==> config.mk <==
export PLATFORM = sky130hd
export DESIGN_NAME = srg_group
export DESIGN_NICKNAME = d
export VERILOG_FILES = /design/src/shared/srg_pkg.sv /design/src/srg_group.sv /design/src/srg_queue.sv
export VERILOG_INCLUDE_DIRS = /design/src /design/src/shared
export SDC_FILE = /design/constraint.sdc
export NUM_CORES = 1
export LEC_CHECK = 0
export BUFFER_PORTS_ARGS = -buffer_cell sky130_fd_sc_hd__clkbuf_2
export CORE_ASPECT_RATIO = 0.9
export CORE_MARGIN = 1.5
export CORE_UTILIZATION = 65
export CTS_BUF_LIST = sky130_fd_sc_hd__clkbuf_8
export CTS_CLUSTER_DIAMETER = 80
export DETAILED_ROUTE_END_ITERATION = 10
export GPL_ROUTABILITY_DRIVEN = 1
export PLACE_DENSITY_LB_ADDON = 0.08
export SKIP_LAST_GASP = 1
export SYNTH_ARGS = -nofsm -noshare
export SYNTH_HDL_FRONTEND = slang
export SYNTH_SLANG_ARGS = --single-unit
export TNS_END_PERCENT = 30
==> constraint.sdc <==
create_clock -name clock -period 5.2 [get_ports clock]
set_input_delay 0.26 -clock clock [delete_from_list [all_inputs] [get_ports clock]]
set_output_delay 0.26 -clock clock [all_outputs]
set_load 0.02 [all_outputs]
==> src/shared/srg_params.svh <==
// Constants of the status register group: offsets, widths, reset values.
// Contract
// - Condition register mirrors live state, read-only.
// - Condition is 16 bits; unassigned bits zero.
// - Rising edge latches only if rising filter set.
// - Falling edge latches only if falling filter set.
// - Both filters set: either edge latches.
// - Two separate 16-bit read-write filter registers.
// - Clear-status and queries keep filter values.
// - Reset: rising filters all one, falling zero.
// - Event bits sticky until read or clear-status.
// - Set event bit ignores further transitions.
// - Direct occurrences set event bits without filters.
// - Summary is OR of events AND mask.
// - Mask is read-write; unused positions read zero.
// - Clear-status and queries keep mask value.
// - Summary output feeds a higher register bit.
// - Queue summary high while queue not empty.
// - Queue empties on reads; clear-status flushes it.
`ifndef SRG_PARAMS_SVH
`define SRG_PARAMS_SVH
`define SRG_W 16
`define SRG_USED_MASK 16'hFFFF
`define SRG_PTR_RESET 16'hFFFF
`define SRG_NTR_RESET 16'h0000
`define SRG_OFF_COND 12'h000
`define SRG_OFF_PTR 12'h004
`define SRG_OFF_NTR 12'h008
`define SRG_OFF_EVENT 12'h00C
`define SRG_OFF_MASK 12'h010
`define SRG_OFF_CTRL 12'h014
`define SRG_OFF_QDATA 12'h018
`define SRG_OFF_QSTAT 12'h01C
`define SRG_CTRL_CLS 0
`define SRG_CTRL_RST 1
`define SRG_Q_DEPTH 8
`define SRG_Q_AW 3
`define SRG_Q_DW 16
`endif

==> src/shared/srg_pkg.sv <==
// Types shared by the status register group files.
package srg_pkg;
    typedef logic [15:0] srg_word_t;
    typedef enum logic [1:0] {SRG_IDLE, SRG_ACCESS} srg_apb_e;
endpackage

==> src/srg_group.sv <==
// Status register group: condition, edge filters, sticky events, mask, summary.
//
// The register offsets and the APB slave port are this design's own decisions.
`timescale 1ns/1ns
`include "srg_params.svh"
module srg_group (
    input wire logic clock,
    input wire logic rstn,
    input wire logic ce,
    input wire logic psel,
    input wire logic penable,
    input wire logic pwrite,
    input wire logic [11:0] paddr,
    input wire logic [31:0] pwdata,
    output logic [31:0] prdata,
    output logic pready,
    output logic pslverr,
    input wire srg_pkg::srg_word_t cond_in,
    input wire srg_pkg::srg_word_t direct_event,
    input wire logic q_push,
    input wire srg_pkg::srg_word_t q_push_data,
    output logic q_full,
    output logic summary,
    output logic queue_summary
);
    import srg_pkg::*;

    // Pin inputs are three-stage synchronised; changes count when stages 2 and 3 agree.
    srg_word_t cond_s1;
    srg_word_t cond_s2;
    srg_word_t cond_s3;
    srg_word_t live_condition;
    srg_word_t cond_prev;
    srg_word_t rising_edge_filter;
    srg_word_t falling_edge_filter;
    srg_word_t latched_events;
    srg_word_t event_mask;
    srg_word_t q_head;
    logic [`SRG_Q_AW:0] q_count;
    logic q_not_empty;

    // Bits agreeing between stages 2 and 3 update the stable condition.
    always_ff @(posedge clock) begin
        if (!rstn) begin
            cond_s1 <= '0;
            cond_s2 <= '0;
            cond_s3 <= '0;
            live_condition <= '0;
        end else if (ce) begin
            cond_s1 <= cond_in;
            cond_s2 <= cond_s1;
            cond_s3 <= cond_s2;
            live_condition <= (~(cond_s2 ^ cond_s3) & cond_s3 & `SRG_USED_MASK) |
                ((cond_s2 ^ cond_s3) & live_condition);
        end
    end

    // APB decode: every transfer completes in its first access cycle.
    wire access = psel && penable;
    wire wr = access && pwrite;
    wire rd = access && !pwrite;
    wire hit_cond = (paddr == `SRG_OFF_COND);
    wire hit_ptr = (paddr == `SRG_OFF_PTR);
    wire hit_ntr = (paddr == `SRG_OFF_NTR);
    wire hit_event = (paddr == `SRG_OFF_EVENT);
    wire hit_mask = (paddr == `SRG_OFF_MASK);
    wire hit_ctrl = (paddr == `SRG_OFF_CTRL);
    wire hit_qdata = (paddr == `SRG_OFF_QDATA);
    wire hit_qstat = (paddr == `SRG_OFF_QSTAT);
    wire mapped = hit_cond || hit_ptr || hit_ntr || hit_event || hit_mask ||
        hit_ctrl || hit_qdata || hit_qstat;
    // Writes to read-only registers are reported as errors, as are unmapped ones.
    wire bad = !mapped || (pwrite && (hit_cond || hit_event || hit_qstat || hit_qdata));
    assign pready = 1'b1;
    assign pslverr = access && bad;

    wire clear_status = wr && hit_ctrl && pwdata[`SRG_CTRL_CLS];
    wire reset_cmd = wr && hit_ctrl && pwdata[`SRG_CTRL_RST];
    wire event_query = rd && hit_event;

    // Edge detect on the stable condition, qualified per bit by the filters.
    wire [15:0] rise = live_condition & ~cond_prev & rising_edge_filter;
    wire [15:0] fall = ~live_condition & cond_prev & falling_edge_filter;
    wire [15:0] new_events = (rise | fall | direct_event) & `SRG_USED_MASK;
    wire clear_events = clear_status || event_query;
    // A query clears only the bits that its setup cycle returned in prdata.
    // A bit that lands between setup and access was never reported, so it survives.
    wire [15:0] query_bits = event_query ? prdata[15:0] : 16'h0000;
    wire [15:0] clear_bits = clear_status ? `SRG_USED_MASK : query_bits;
    // A set bit just stays set; new events beat a clear in the same cycle.
    wire [15:0] next_events = (latched_events & ~clear_bits) |
        new_events;

    always_ff @(posedge clock) begin
        if (!rstn) begin
            cond_prev <= '0;
            latched_events <= '0;
        end else if (ce) begin
            cond_prev <= live_condition;
            latched_events <= next_events;
        end
    end

    // Filters and mask: only direct writes and the reset command touch them.
    always_ff @(posedge clock) begin
        if (!rstn) begin
            rising_edge_filter <= `SRG_PTR_RESET;
            falling_edge_filter <= `SRG_NTR_RESET;
            event_mask <= '0;
        end else if (ce) begin
            if (reset_cmd) begin
                rising_edge_filter <= `SRG_PTR_RESET;
                falling_edge_filter <= `SRG_NTR_RESET;
            end else begin
                if (wr && hit_ptr) rising_edge_filter <= pwdata[15:0];
                if (wr && hit_ntr) falling_edge_filter <= pwdata[15:0];
            end
            if (wr && hit_mask) event_mask <= pwdata[15:0] & `SRG_USED_MASK;
        end
    end

    // The mask being written counts at once, so the summary never lags a mask write.
    wire [15:0] mask_wdata = pwdata[15:0] & `SRG_USED_MASK;
    wire [15:0] next_mask = (wr && hit_mask) ? mask_wdata : event_mask;

    // Summary feeds one bit of a higher register; it is registered for a clean output.
    // It is built from next values so it always equals the OR of the current registers.
    always_ff @(posedge clock) begin
        if (!rstn) begin
            summary <= 1'b0;
        end else if (ce) begin
            summary <= |(next_events & next_mask);
        end
    end

    // Read mux; the event query clears one edge after the setup edge that returns the value.
    wire [31:0] rd_mux =
        hit_cond ? {16'h0000, live_condition} :
        hit_ptr ? {16'h0000, rising_edge_filter} :
        hit_ntr ? {16'h0000, falling_edge_filter} :
        hit_event ? {16'h0000, latched_events} :
        hit_mask ? {16'h0000, event_mask} :
        hit_qdata ? {16'h0000, q_head} :
        hit_qstat ? {27'h0, q_count, q_not_empty} : 32'h00000000;

    always_ff @(posedge clock) begin
        if (!rstn) begin
            prdata <= '0;
        end else if (ce && psel && !penable && !pwrite) begin
            prdata <= rd_mux;
        end
    end

    // Queue read pops on access; clear-status flushes it.
    srg_queue u_queue (
        .clock(clock),
        .rstn(rstn),
        .ce(ce),
        .push(q_push),
        .push_data(q_push_data),
        .pop(rd && hit_qdata),
        .flush(clear_status),
        .head(q_head),
        .not_empty(q_not_empty),
        .full(q_full),
        .count(q_count)
    );
    assign queue_summary = q_not_empty;
endmodule

==> src/srg_queue.sv <==
// Status queue with a non-empty summary bit and a flush input.
`timescale 1ns/1ns
`include "srg_params.svh"
module srg_queue (
    input wire logic clock,
    input wire logic rstn,
    input wire logic ce,
    input wire logic push,
    input wire srg_pkg::srg_word_t push_data,
    input wire logic pop,
    input wire logic flush,
    output srg_pkg::srg_word_t head,
    output logic not_empty,
    output logic full,
    output logic [`SRG_Q_AW:0] count
);
    import srg_pkg::*;
    srg_word_t mem [0:`SRG_Q_DEPTH-1];
    logic [`SRG_Q_AW-1:0] wr_ptr;
    logic [`SRG_Q_AW-1:0] rd_ptr;
    wire do_pop = pop && not_empty;
    wire do_push = push && !full;

    // Summary bit tracks occupancy directly.
    assign not_empty = (count != '0);
    assign full = (count == (`SRG_Q_AW+1)'(`SRG_Q_DEPTH));
    assign head = mem[rd_ptr];

    // Storage write; no reset needed for data words.
    always_ff @(posedge clock) begin
        if (ce && do_push && !flush) begin
            mem[wr_ptr] <= push_data;
        end
    end

    // Pointers; flush drops all entries at once.
    always_ff @(posedge clock) begin
        if (!rstn) begin
            wr_ptr <= '0;
            rd_ptr <= '0;
            count <= '0;
        end else if (ce) begin
            if (flush) begin
                wr_ptr <= '0;
                rd_ptr <= '0;
                count <= '0;
            end else begin
                if (do_push) wr_ptr <= wr_ptr + 1'b1;
                if (do_pop) rd_ptr <= rd_ptr + 1'b1;
                if (do_push && !do_pop) count <= count + 1'b1;
                else if (do_pop && !do_push) count <= count - 1'b1;
            end
        end
    end
endmodule

==> qor.yml, run 1 <==
pwr:
  power_mw: 4.69
  peakVddDrop_mv: 0.264
  total_leakage_power_nw: 5.70
  power_density_nw_per_um2: 303
die:
  coreArea_um2: 20700
  die_w_um: 156
  num_rows: 50
  pin_count: 136
  die_h_um: 140
  die_area_um2: 21900
  start_util_pct: 65.9
final_layout:
  fillers: 1446
  layout_commonest_cell: "dfxtp_1"
  seqCellArea_um2: 7330
  areaGrowthSynthToFinish_pct: 13.7
  layout-drive-gt1-share_pct: 19.1
  diodes: 0
  layout.nets: 1434
  multi_input_area_um2: 5830
  layout_common_cells: "172 x dfxtp_1, 128 x edfxtp_1, 113 x nand2_1"
clock_network:
  clkTransAtPathRegs_ns: 0.06
  cts_sinks: 302
  numCtsBuffers: 46
  clk_latency_ns: 0.57
  cts_root_buf: "clkbuf_8"
  clockBufferDepth: 3
  htree_levels: 2
  cts_tree: "yes"
  post-cts-setup-buffers: 0
global_route:
  grt_util_all_layers_pct: 30.5
  grt_pass1_wl_um: 51600
  overflow: 0
  grt_max_degree: 119
  grt_pass1_vias: 9612
  antenna_found_initial: 0
drt:
  ant_nets: 0
  post_drt_wl_per_cell_um: 19.9
  vias: 10003
  wl_um: 32900
  drc: 0
  first_pass_iters: 5
  drt_iter0_markers: 896
  viasPerCell: 6.06
min_path:
  hp-start: "pwdata[4]"
  min_path_type: "in2reg"
worst_setup_path:
  regToRegSetupSlack_ns: 2.05
  crit_fanout: 8
  cp.buffers_inverters: 0
  r2r_start: "u_queue.count[1]$_SDFFE_PN0P_"
  arrival_ns: 3.61
  crit_top_cell: "and2_1"
  crit_slowest_cell: "or4_1"
  critPathKind: "reg2reg"
  cp-end-kind: "flip-flop"
  start_kind: "flip-flop"
  cp.required_ns: 5.66
  cpPeakStageDelay_ns: 0.58
  crit_family: "simple AND/OR/NAND/NOR gates"
  crit_path_cell_trace: "or4_1, and2_1, and2_0, nand2b_1, ha_1, a21o_1, a21oi_1, a211oi_1, a31oi_1, mux2i_1, o2bb2ai_1, and2_1"
  startpoint: "u_queue.count[1]$_SDFFE_PN0P_"
run:
  maxCapViolations: 0
synth:
  synth_seq_cells: 302
  postSynthCellCount: 1210
  syn_area_per_cell_um2: 11.3
  synth_warnings: 0
  netlist_area_um2: 13600
  synth-edff-count: 128
  yosysSeqAreaShare_pct: 53.7
  synth.distinct_cells: 65
  synth-async-reset-ratio_pct: 0
  synth_ff_type: "dfxtp_1"
sta:
  fin_tns_setup_ns: 0
  post-route-period-util_pct: 60.5
  rsz0062_at_grt: "no"
  slew_viol_final: 0
  max_freq_mhz: 318
  tightest_slew_ns: 1.21
  period_needed_ns: 3.15
  worst_slack_ns: 2.05
  finClkSkew_ns: 0.0172
  setup_viol: 0
  hold_viol: 0
  relSlewSlack_pct: 19.1
placement:
  place.gp.congestion: 0.844
  port_buffers: 102
  place_ws_ns: 1.62
  dpl.hpwl_um: 20400
status:
  outcome: "complete, no violations"
logic make-up (layout without fill, tap and decap cells):
family	count (synthesis)	in the layout	synth area share, %
buffers and inverters	125	264	4.15
AO/OA/AOI/OAI	309	309	15.0
adder cells (fa/ha/maj)	5	5	0.514
AND/OR/NAND/NOR	323	323	12.9
flip-flops	302	302	53.7
XOR/XNOR	3	3	0.193
other	2	17	0.0550
multiplexers	141	141	13.5
flip-flops by register name, indices dropped and copies added, names as in the netlist, named ones only:
signal	count
latched_events	16
rising_edge_filter	16
u_queue.mem	128
summary	1
u_queue.count	4
cond_prev	16
cond_s3	16
u_queue.wr_ptr	3
prdata	16
event_mask	16
cond_s1	16
falling_edge_filter	16
cond_s2	16
u_queue.rd_ptr	3
stage by stage:
| step | hold slack [ns] | area (um^2) | cells | util (%) |
|---|---|---|---|---|
| floorplan | 0.359 | 13700 | 1225 | - |
| global placement | 0.457 | 14300 | 1531 | 68.9 |
| detailed placement | 0.459 | 14300 | 1531 | 68.9 |
| CTS | 0.0122 | 15500 | 1650 | 74.9 |
| global route | 0.0171 | 15500 | 1650 | 74.9 |
| finish | 0.0310 | 15500 | 1650 | 74.9 |
metal layers:
metal | global-route usage, % | vias up | wire, um
met1 | 44.2 | 4777 | 14700
met4 | 10.3 | 0 | 763
met3 | 6.96 | 67 | 2970
met2 | 45.6 | 473 | 14400
li1 | - | 4686 | -
met5 | 0 | - | 0
cell type report:
cell class                      count  area share, %
Clock inverter                     30          0.984
Clock buffer                       52           4.61
Tap cell                          286           2.31
Inverter                           24          0.581
Multi-Input combinational cell    798           37.6
Sequential cell                   302           47.2
Timing Repair Buffer              158           6.65
final timing paths:
check / endpoint / depth (start not counted)
min reg2reg: flip-flop / 2
max reg2reg: u_queue.count[3]$_SDFFE_PN0P_ / 12
max: u_queue.count[3]$_SDFFE_PN0P_ / 12
min: falling_edge_filter[4]$_SDFFE_PN0P_ / 3
worst register-to-register path: cells and delay by family, from the launching register on:
kind | cells | cell delay (ns)
simple gates | 5 | 1.50
compound gates | 5 | 0.68
flops | 1 | 0.36
fa+ha+maj | 1 | 0.30
mux | 1 | 0.21
cells in the mapped netlist (3+ instances only):
master	number	area [um^2]
inv_1	24	90.1
or3_1	5	31.3
and2_1	5	31.3
nor3b_1	6	45.0
nor2_1	16	60.1
a22o_1	5	43.8
nor2b_1	76	475
a221o_1	10	100
a21o_1	23	173
o22ai_1	6	37.5
a21boi_1	7	52.6
o221ai_1	10	87.6
mux2i_1	86	861
nor3_1	3	15.0
o211ai_1	6	45.0
and3_1	3	18.8
ha_1	4	50.1
a22oi_1	15	113
edfxtp_1	128	3840
mux2_2	23	259
buf_2	12	60.1
dfxtp_1	174	3480
o21ai_0	63	315
nor3b_2	9	113
a21boi_0	68	510
a31oi_1	27	169
mux4_2	32	721
o21ai_1	10	50.1
buf_4	20	150
a21oi_1	47	235
nand2_1	113	424
nand4_1	3	18.8
clkbuf_1	57	214
a211oi_1	3	22.5
buf_1	11	41.3
and3b_1	3	26.3
nand2b_1	5	31.3
nand3_1	56	280
timing repair:
| action | CTS | global route |
|---|---|---|
| hold buffers | 37 | 0 |
| hold endpoints to repair | 150 | 0 |
| resized for setup | 0 | 0 |
where the power goes:
| part | switching (mW) | total [mW] | internal [mW] |
|---|---|---|---|
| Clock | 0.893 | 1.86 | 0.963 |
| Sequential | 0.0256 | 2.53 | 2.51 |
| Combinational | 0.172 | 0.302 | 0.130 |
Power figures use the tool's default switching activity.
==> inputs of run 2 (changes only) <==
CORE_UTILIZATION = 55   (was 65)
clock period = 2.65 ns   (was 5.2 ns; I/O delays follow)
==> qor.yml, run 2 (synthesis results as in run 1) <==
global_route:
  grt_pass1_wl_um: 54900  # +6.5%
  grt_max_degree: 111  # -6.7%
  antenna_found_initial: 0  # unchanged
  grt_busiest_layer: "met1"
  grt_use_met3_pct: 4.86  # -2.1 points
  overflow: 0  # unchanged
  grt_pass1_vias: 9876  # +2.7%
  gr-usage-met1_pct: 41.4  # -2.8 points
  grt_util_all_layers_pct: 27.5  # -3.1 points
  grtUsageMet2_pct: 41.1  # -4.5 points
die:
  pin_count: 136  # unchanged
  start_util_pct: 56.1  # -9.8 points
  num_rows: 54  # +8.0%
  coreArea_um2: 24300  # +17%
  die_area_um2: 25800  # +18%
  die_h_um: 152  # +8.5%
  die_w_um: 169  # +8.5%
clock_network:
  clkTransAtPathRegs_ns: 0.06  # about the same
  cts_sinks: 302  # unchanged
  clk_latency_ns: 0.57  # about the same
  htree_levels: 2  # unchanged
  cts_root_buf: "clkbuf_8"
  clockBufferDepth: 3  # unchanged
  cts_tree: "yes"
  numCtsBuffers: 49  # +6.5%
pwr:
  power_density_nw_per_um2: 572  # +89%
  peakVddDrop_mv: 0.357  # +35%
  total_leakage_power_nw: 6.04  # +6.0%
worst_setup_path:
  start_kind: "flip-flop"
  cp.required_ns: 3.11  # -2.55 ns
  arrival_ns: 3.08  # -0.53 ns
  crit_fanout: 2  # -6
  cp-end-kind: "flip-flop"
  critPathKind: "reg2reg"
sta:
  relSlewSlack_pct: 38.7  # +20 points
  tightest_slew_ns: 0.916  # -0.293 ns
  max_freq_mhz: 382  # +20%
  hold_viol: 0  # unchanged
  finClkSkew_ns: 0.0153  # -0.00190 ns
  period_needed_ns: 2.62  # -0.531 ns
  slew_viol_final: 0  # unchanged
  rsz0062_at_grt: "yes"
  setup_viol: 0  # unchanged
  post-route-period-util_pct: 98.7  # +38 points
drt:
  viasPerCell: 5.91  # -2.6%
  first_pass_iters: 7  # +2
  post_drt_wl_per_cell_um: 20.3  # +1.9%
  drt_iter0_markers: 910  # +1.6%
  drc: 0  # unchanged
  vias: 10270  # +2.7%
  wl_um: 35300  # +7.4%
  ant_nets: 0  # unchanged
min_path:
  min_path_type: "in2reg"
final_layout:
  layout_commonest_cell: "dfxtp_1"
  areaGrowthSynthToFinish_pct: 19.2
  largest_register: "u_queue.mem"
  layout_common_cells: "171 x dfxtp_1, 128 x edfxtp_1, 113 x nand2_1"
  final_area_um2: 16300  # +4.9%
  largest_reg_flops: 128  # unchanged
  fin_cells: 1739  # +5.4%
  layout.nets: 1501  # +4.7%
  layout-drive-gt1-share_pct: 22.6  # +3.4 points
  diodes: 0  # unchanged
placement:
  dpl.hpwl_um: 22900  # +12%
  place_inst: 1604  # +4.8%
  placed_cell_area_um2: 14800  # +4.0%
  place.gp.congestion: 0.871  # +3.2%
  port_buffers: 102  # unchanged
status:
  outcome: "complete, no violations"
run:
  maxCapViolations: 0  # unchanged
==> run 2: through the flow <==
stage,setup WS [ns],utilization [%],setup TNS (ns),total power [mW],hold WS [ns]
2_1_floorplan,-0.248,-,-2.47,5.43,0.231
3_3_place_gp,-0.183,61.0,-0.183,5.65,0.388
3_5_place_dp,-0.217,61.0,-0.228,5.66,0.398
4_1_cts,0.00135,66.8,0,9.37,0.0232
5_1_grt,-0.0771,66.9,-0.0771,9.64,0.0479
6_report,0.0331,66.9,0,9.31,0.0263
==> run 2: report_power, final <==
group	switching, mW	internal [mW]
Combinational	0.368	0.307
Sequential	0.0452	4.92
Clock	1.80	1.86
Total	2.21	7.09
==> run 2: routing by layer <==
metal / vias up / routed length, um
li1: 4818 / -
met1: 4922 / 16200
met2: 467 / 15300
met3: 63 / 3160
met4: 0 / 668
met5: - / 0
==> run 2: path summary, 6_finish.rpt <==
check,startpoint,to,slack (ns),cells after the start
setup / recovery,u_queue.count[2]$_SDFFE_PN0P_,u_queue.count[3]$_SDFFE_PN0P_,0.03,12
hold / removal,direct_event[4],latched_events[4]$_SDFFE_PN0P_,0.03,5
setup reg to reg,u_queue.count[2]$_SDFFE_PN0P_,u_queue.count[3]$_SDFFE_PN0P_,0.03,12
hold reg to reg,cond_s3[2]$_SDFFE_PN0P_,flip-flop,0.47,2
==> run 2: cell type report <==
cell class,count,area (um^2)
fillers,1919,8060
flip-flops and latches,302,7330
multi-input cells,798,5890
repair buffers,222,1700
clock buffers,54,743
well taps,308,385
clock inverters,31,136
inverters,24,90.1
==> run 2: critical path, stage by stage (launching register included) <==
cell,delay [ns]
dfxtp_2,0.32
or4_4,0.53
and2_4,0.16
and2_4,0.13
nand2b_4,0.14
ha_4,0.21
a21o_1,0.18
a21oi_2,0.19
a211oi_2,0.05
a31oi_1,0.18
mux2i_1,0.20
o2bb2ai_1,0.08
and2_1,0.14
==> run 2: what timing repair did <==
action                                 4_1_cts  5_1_grt
endpoints found under the hold margin      196        0
pin swaps                                    1        5
buffers inserted                             0        0
resized for setup                            4        6
hold buffers                                50        0
setup endpoints to repair                    1        1
==> inputs of run 3 (changes only) <==
BUFFER_PORTS_ARGS = -buffer_cell sky130_fd_sc_hd__buf_2   (was -buffer_cell sky130_fd_sc_hd__clkbuf_2)
PLACE_DENSITY = 0.78   (was default)
PLACE_DENSITY_LB_ADDON = default   (was 0.08)
==> qor.yml, run 3 (synthesis results as in run 1) <==
clock_network:
  htree_levels: 2  # unchanged
  clkTransAtPathRegs_ns: 0.06  # about the same
  clockBufferDepth: 3  # unchanged
  cts_root_buf: "clkbuf_8"
  numCtsBuffers: 49  # unchanged
  clk_latency_ns: 0.58  # about the same
  cts_sinks: 302  # unchanged
  cts_tree: "yes"
die:
  num_rows: 54  # unchanged
  die_w_um: 169  # unchanged
  pin_count: 136  # unchanged
  die_h_um: 152  # unchanged
  die_area_um2: 25800  # unchanged
  coreArea_um2: 24300  # unchanged
  start_util_pct: 56.1  # unchanged
drt:
  wl_um: 34300  # -2.9%
  post_drt_wl_per_cell_um: 19.8  # -2.6%
  drc: 0  # unchanged
  ant_nets: 0  # unchanged
  viasPerCell: 5.97  # +1.0%
  drt_iter0_markers: 1185  # +30%
  vias: 10340  # +0.68%
  first_pass_iters: 5  # -2
sta:
  worst_hold_slack_ns: 0.0464  # +0.0201 ns
  post-route-period-util_pct: 98.3  # -0.50 points
  setup_viol: 0  # unchanged
  relSlewSlack_pct: 35.7  # -3.0 points
  finClkSkew_ns: 0.0361  # +0.0208 ns
  tightest_slew_ns: 0.961  # +0.0453 ns
  hold_viol: 0  # unchanged
  period_needed_ns: 2.60  # -0.0132 ns
  slew_viol_final: 0  # unchanged
  max_freq_mhz: 384  # +0.51%
min_path:
  hp-start: "direct_event[2]"
  min_to: "latched_events[2]$_SDFFE_PN0P_"
  min_path_type: "in2reg"
  hold_depth: 4  # -1
final_layout:
  seqCellArea_um2: 7330  # unchanged
  layout_commonest_cell: "dfxtp_1"
  layout_common_cells: "171 x dfxtp_1, 128 x edfxtp_1, 113 x nand2_1"
  areaGrowthSynthToFinish_pct: 19.6
  final_area_um2: 16300  # +0.31%
  fillers: 1756  # -8.5%
  layout.nets: 1491  # -0.67%
  layout-drive-gt1-share_pct: 22.5  # -0.12 points
  multi_input_area_um2: 5890  # unchanged
  diodes: 0  # unchanged
  largest_register: "u_queue.mem"
  largest_reg_flops: 128  # unchanged
placement:
  placed_cell_area_um2: 14800  # -0.40%
  port_buffers: 102  # unchanged
  place.gp.congestion: 0.891  # +2.3%
  dpl.hpwl_um: 22000  # -3.9%
global_route:
  grt_max_degree: 138  # +24%
  overflow: 0  # unchanged
  grt_util_all_layers_pct: 26.4  # -1.1 points
  grt_pass1_wl_um: 53200  # -3.1%
  antenna_found_initial: 1  # +1
  grt_pass1_vias: 9823  # -0.54%
worst_setup_path:
  cpPeakStageDelay_ns: 0.54  # about the same
  crit_slowest_cell: "or4_4"
  crit_path_cell_trace: "or4_4, and2_4, and2_4, nand2b_4, ha_4, a21o_1, a21oi_2, a211oi_2, a31oi_1, mux2i_1, o2bb2ai_1, and2_1"
  cp.required_ns: 3.09  # -0.02 ns
  r2r_start: "u_queue.count[3]$_SDFFE_PN0P_"
  cp.buffers_inverters: 0  # unchanged
  crit_top_cell: "and2_4"
  crit_family: "simple AND/OR/NAND/NOR gates"
  regToRegSetupSlack_ns: 0.05  # about the same
  ff2ff_path_depth: 12  # unchanged
  cp-end-kind: "flip-flop"
  crit_fanout: 2  # unchanged
  critPathKind: "reg2reg"
  start_kind: "flip-flop"
  arrival_ns: 3.05  # -0.03 ns
  reg2reg_to: "u_queue.count[3]$_SDFFE_PN0P_"
pwr:
  peakVddDrop_mv: 0.370  # +3.7%
  power_density_nw_per_um2: 582  # +1.8%
  total_leakage_power_nw: 6.06  # +0.40%
run:
  maxCapViolations: 0  # unchanged
status:
  outcome: "complete, no violations"
[run 3: cell count changes in the layout (fill, tap and decap cells not counted), sizes merged]
cell	previous run	this run
buf	72	160
clkbuf	154	61
clkinv	16	6
clkinvlp	1	2
dlygate4sd3	50	52
inv	38	44
[run 3: per-layer routing]
metal	GRT usage [%]	routed length (um)	vias up
met3	4.99	2860	85
li1	-	-	4784
met1	37.1	14700	4974
met5	0	13	-
met4	11.1	1230	2
met2	40.4	15500	495
[run 3: worst max path at each step]
stage | from | endpoint | slack (ns) | cells after the start
2_1_floorplan | paddr[11] | u_queue.count[3]$_SDFFE_PN0P_ | -0.25 | 13
3_3_place_gp | paddr[11] | u_queue.count[3]$_SDFFE_PN0P_ | -0.06 | 13
3_5_place_dp | paddr[11] | u_queue.count[3]$_SDFFE_PN0P_ | -0.12 | 13
4_1_cts | u_queue.count[0]$_SDFFE_PN0P_ | u_queue.count[3]$_SDFFE_PN0P_ | 0.002 | 12
5_1_grt | u_queue.count[3]$_SDFFE_PN0P_ | u_queue.count[3]$_SDFFE_PN0P_ | -0.02 | 12
6_report | u_queue.count[3]$_SDFFE_PN0P_ | u_queue.count[3]$_SDFFE_PN0P_ | 0.05 | 12
[run 3: report_power, final]
part | total, mW | leakage (nW) | switching (mW) | internal [mW]
Sequential | 4.97 | 2.57 | 0.0444 | 4.92
Combinational | 0.671 | 2.93 | 0.364 | 0.307
Clock | 3.86 | 0.563 | 1.79 | 2.07
[run 3: worst register-to-register path, stage by stage (launching register included)]
cell	delay (ns)
dfxtp_2	0.32
or4_4	0.54
and2_4	0.18
and2_4	0.13
nand2b_4	0.14
ha_4	0.21
a21o_1	0.17
a21oi_2	0.18
a211oi_2	0.05
a31oi_1	0.18
mux2i_1	0.20
o2bb2ai_1	0.07
and2_1	0.15
[run 3: per-stage QoR]
stage	std cells	total power [mW]	worst slack [ns]	setup TNS (ns)	utilization [%]
floorplan	1225	5.43	-0.248	-2.47	-
global placement	1591	5.64	-0.0641	-0.0641	60.8
detailed placement	1591	5.66	-0.121	-0.164	60.8
CTS	1732	9.54	0.00184	0	67.0
global route	1733	9.81	-0.0150	-0.0150	67.1
finish	1733	9.50	0.0463	0	67.1
[run 3: layout make-up]
class | count | share of cell area, %
multi-input combinational | 798 | 36.1
clock buffer | 61 | 5.14
tap | 308 | 2.36
timing repair buffer | 212 | 10.2
sequential | 302 | 44.9
inverter | 24 | 0.552
clock inverter | 28 | 0.751
[run 3: what timing repair did]
action | 4_1_cts | 5_1_grt
hold endpoints to repair | 197 | 0
endpoints found under the setup margin | 1 | 1
pin swaps | 1 | 5
resized for setup | 4 | 6
setup buffers | 0 | 1
hold buffers | 52 | 0
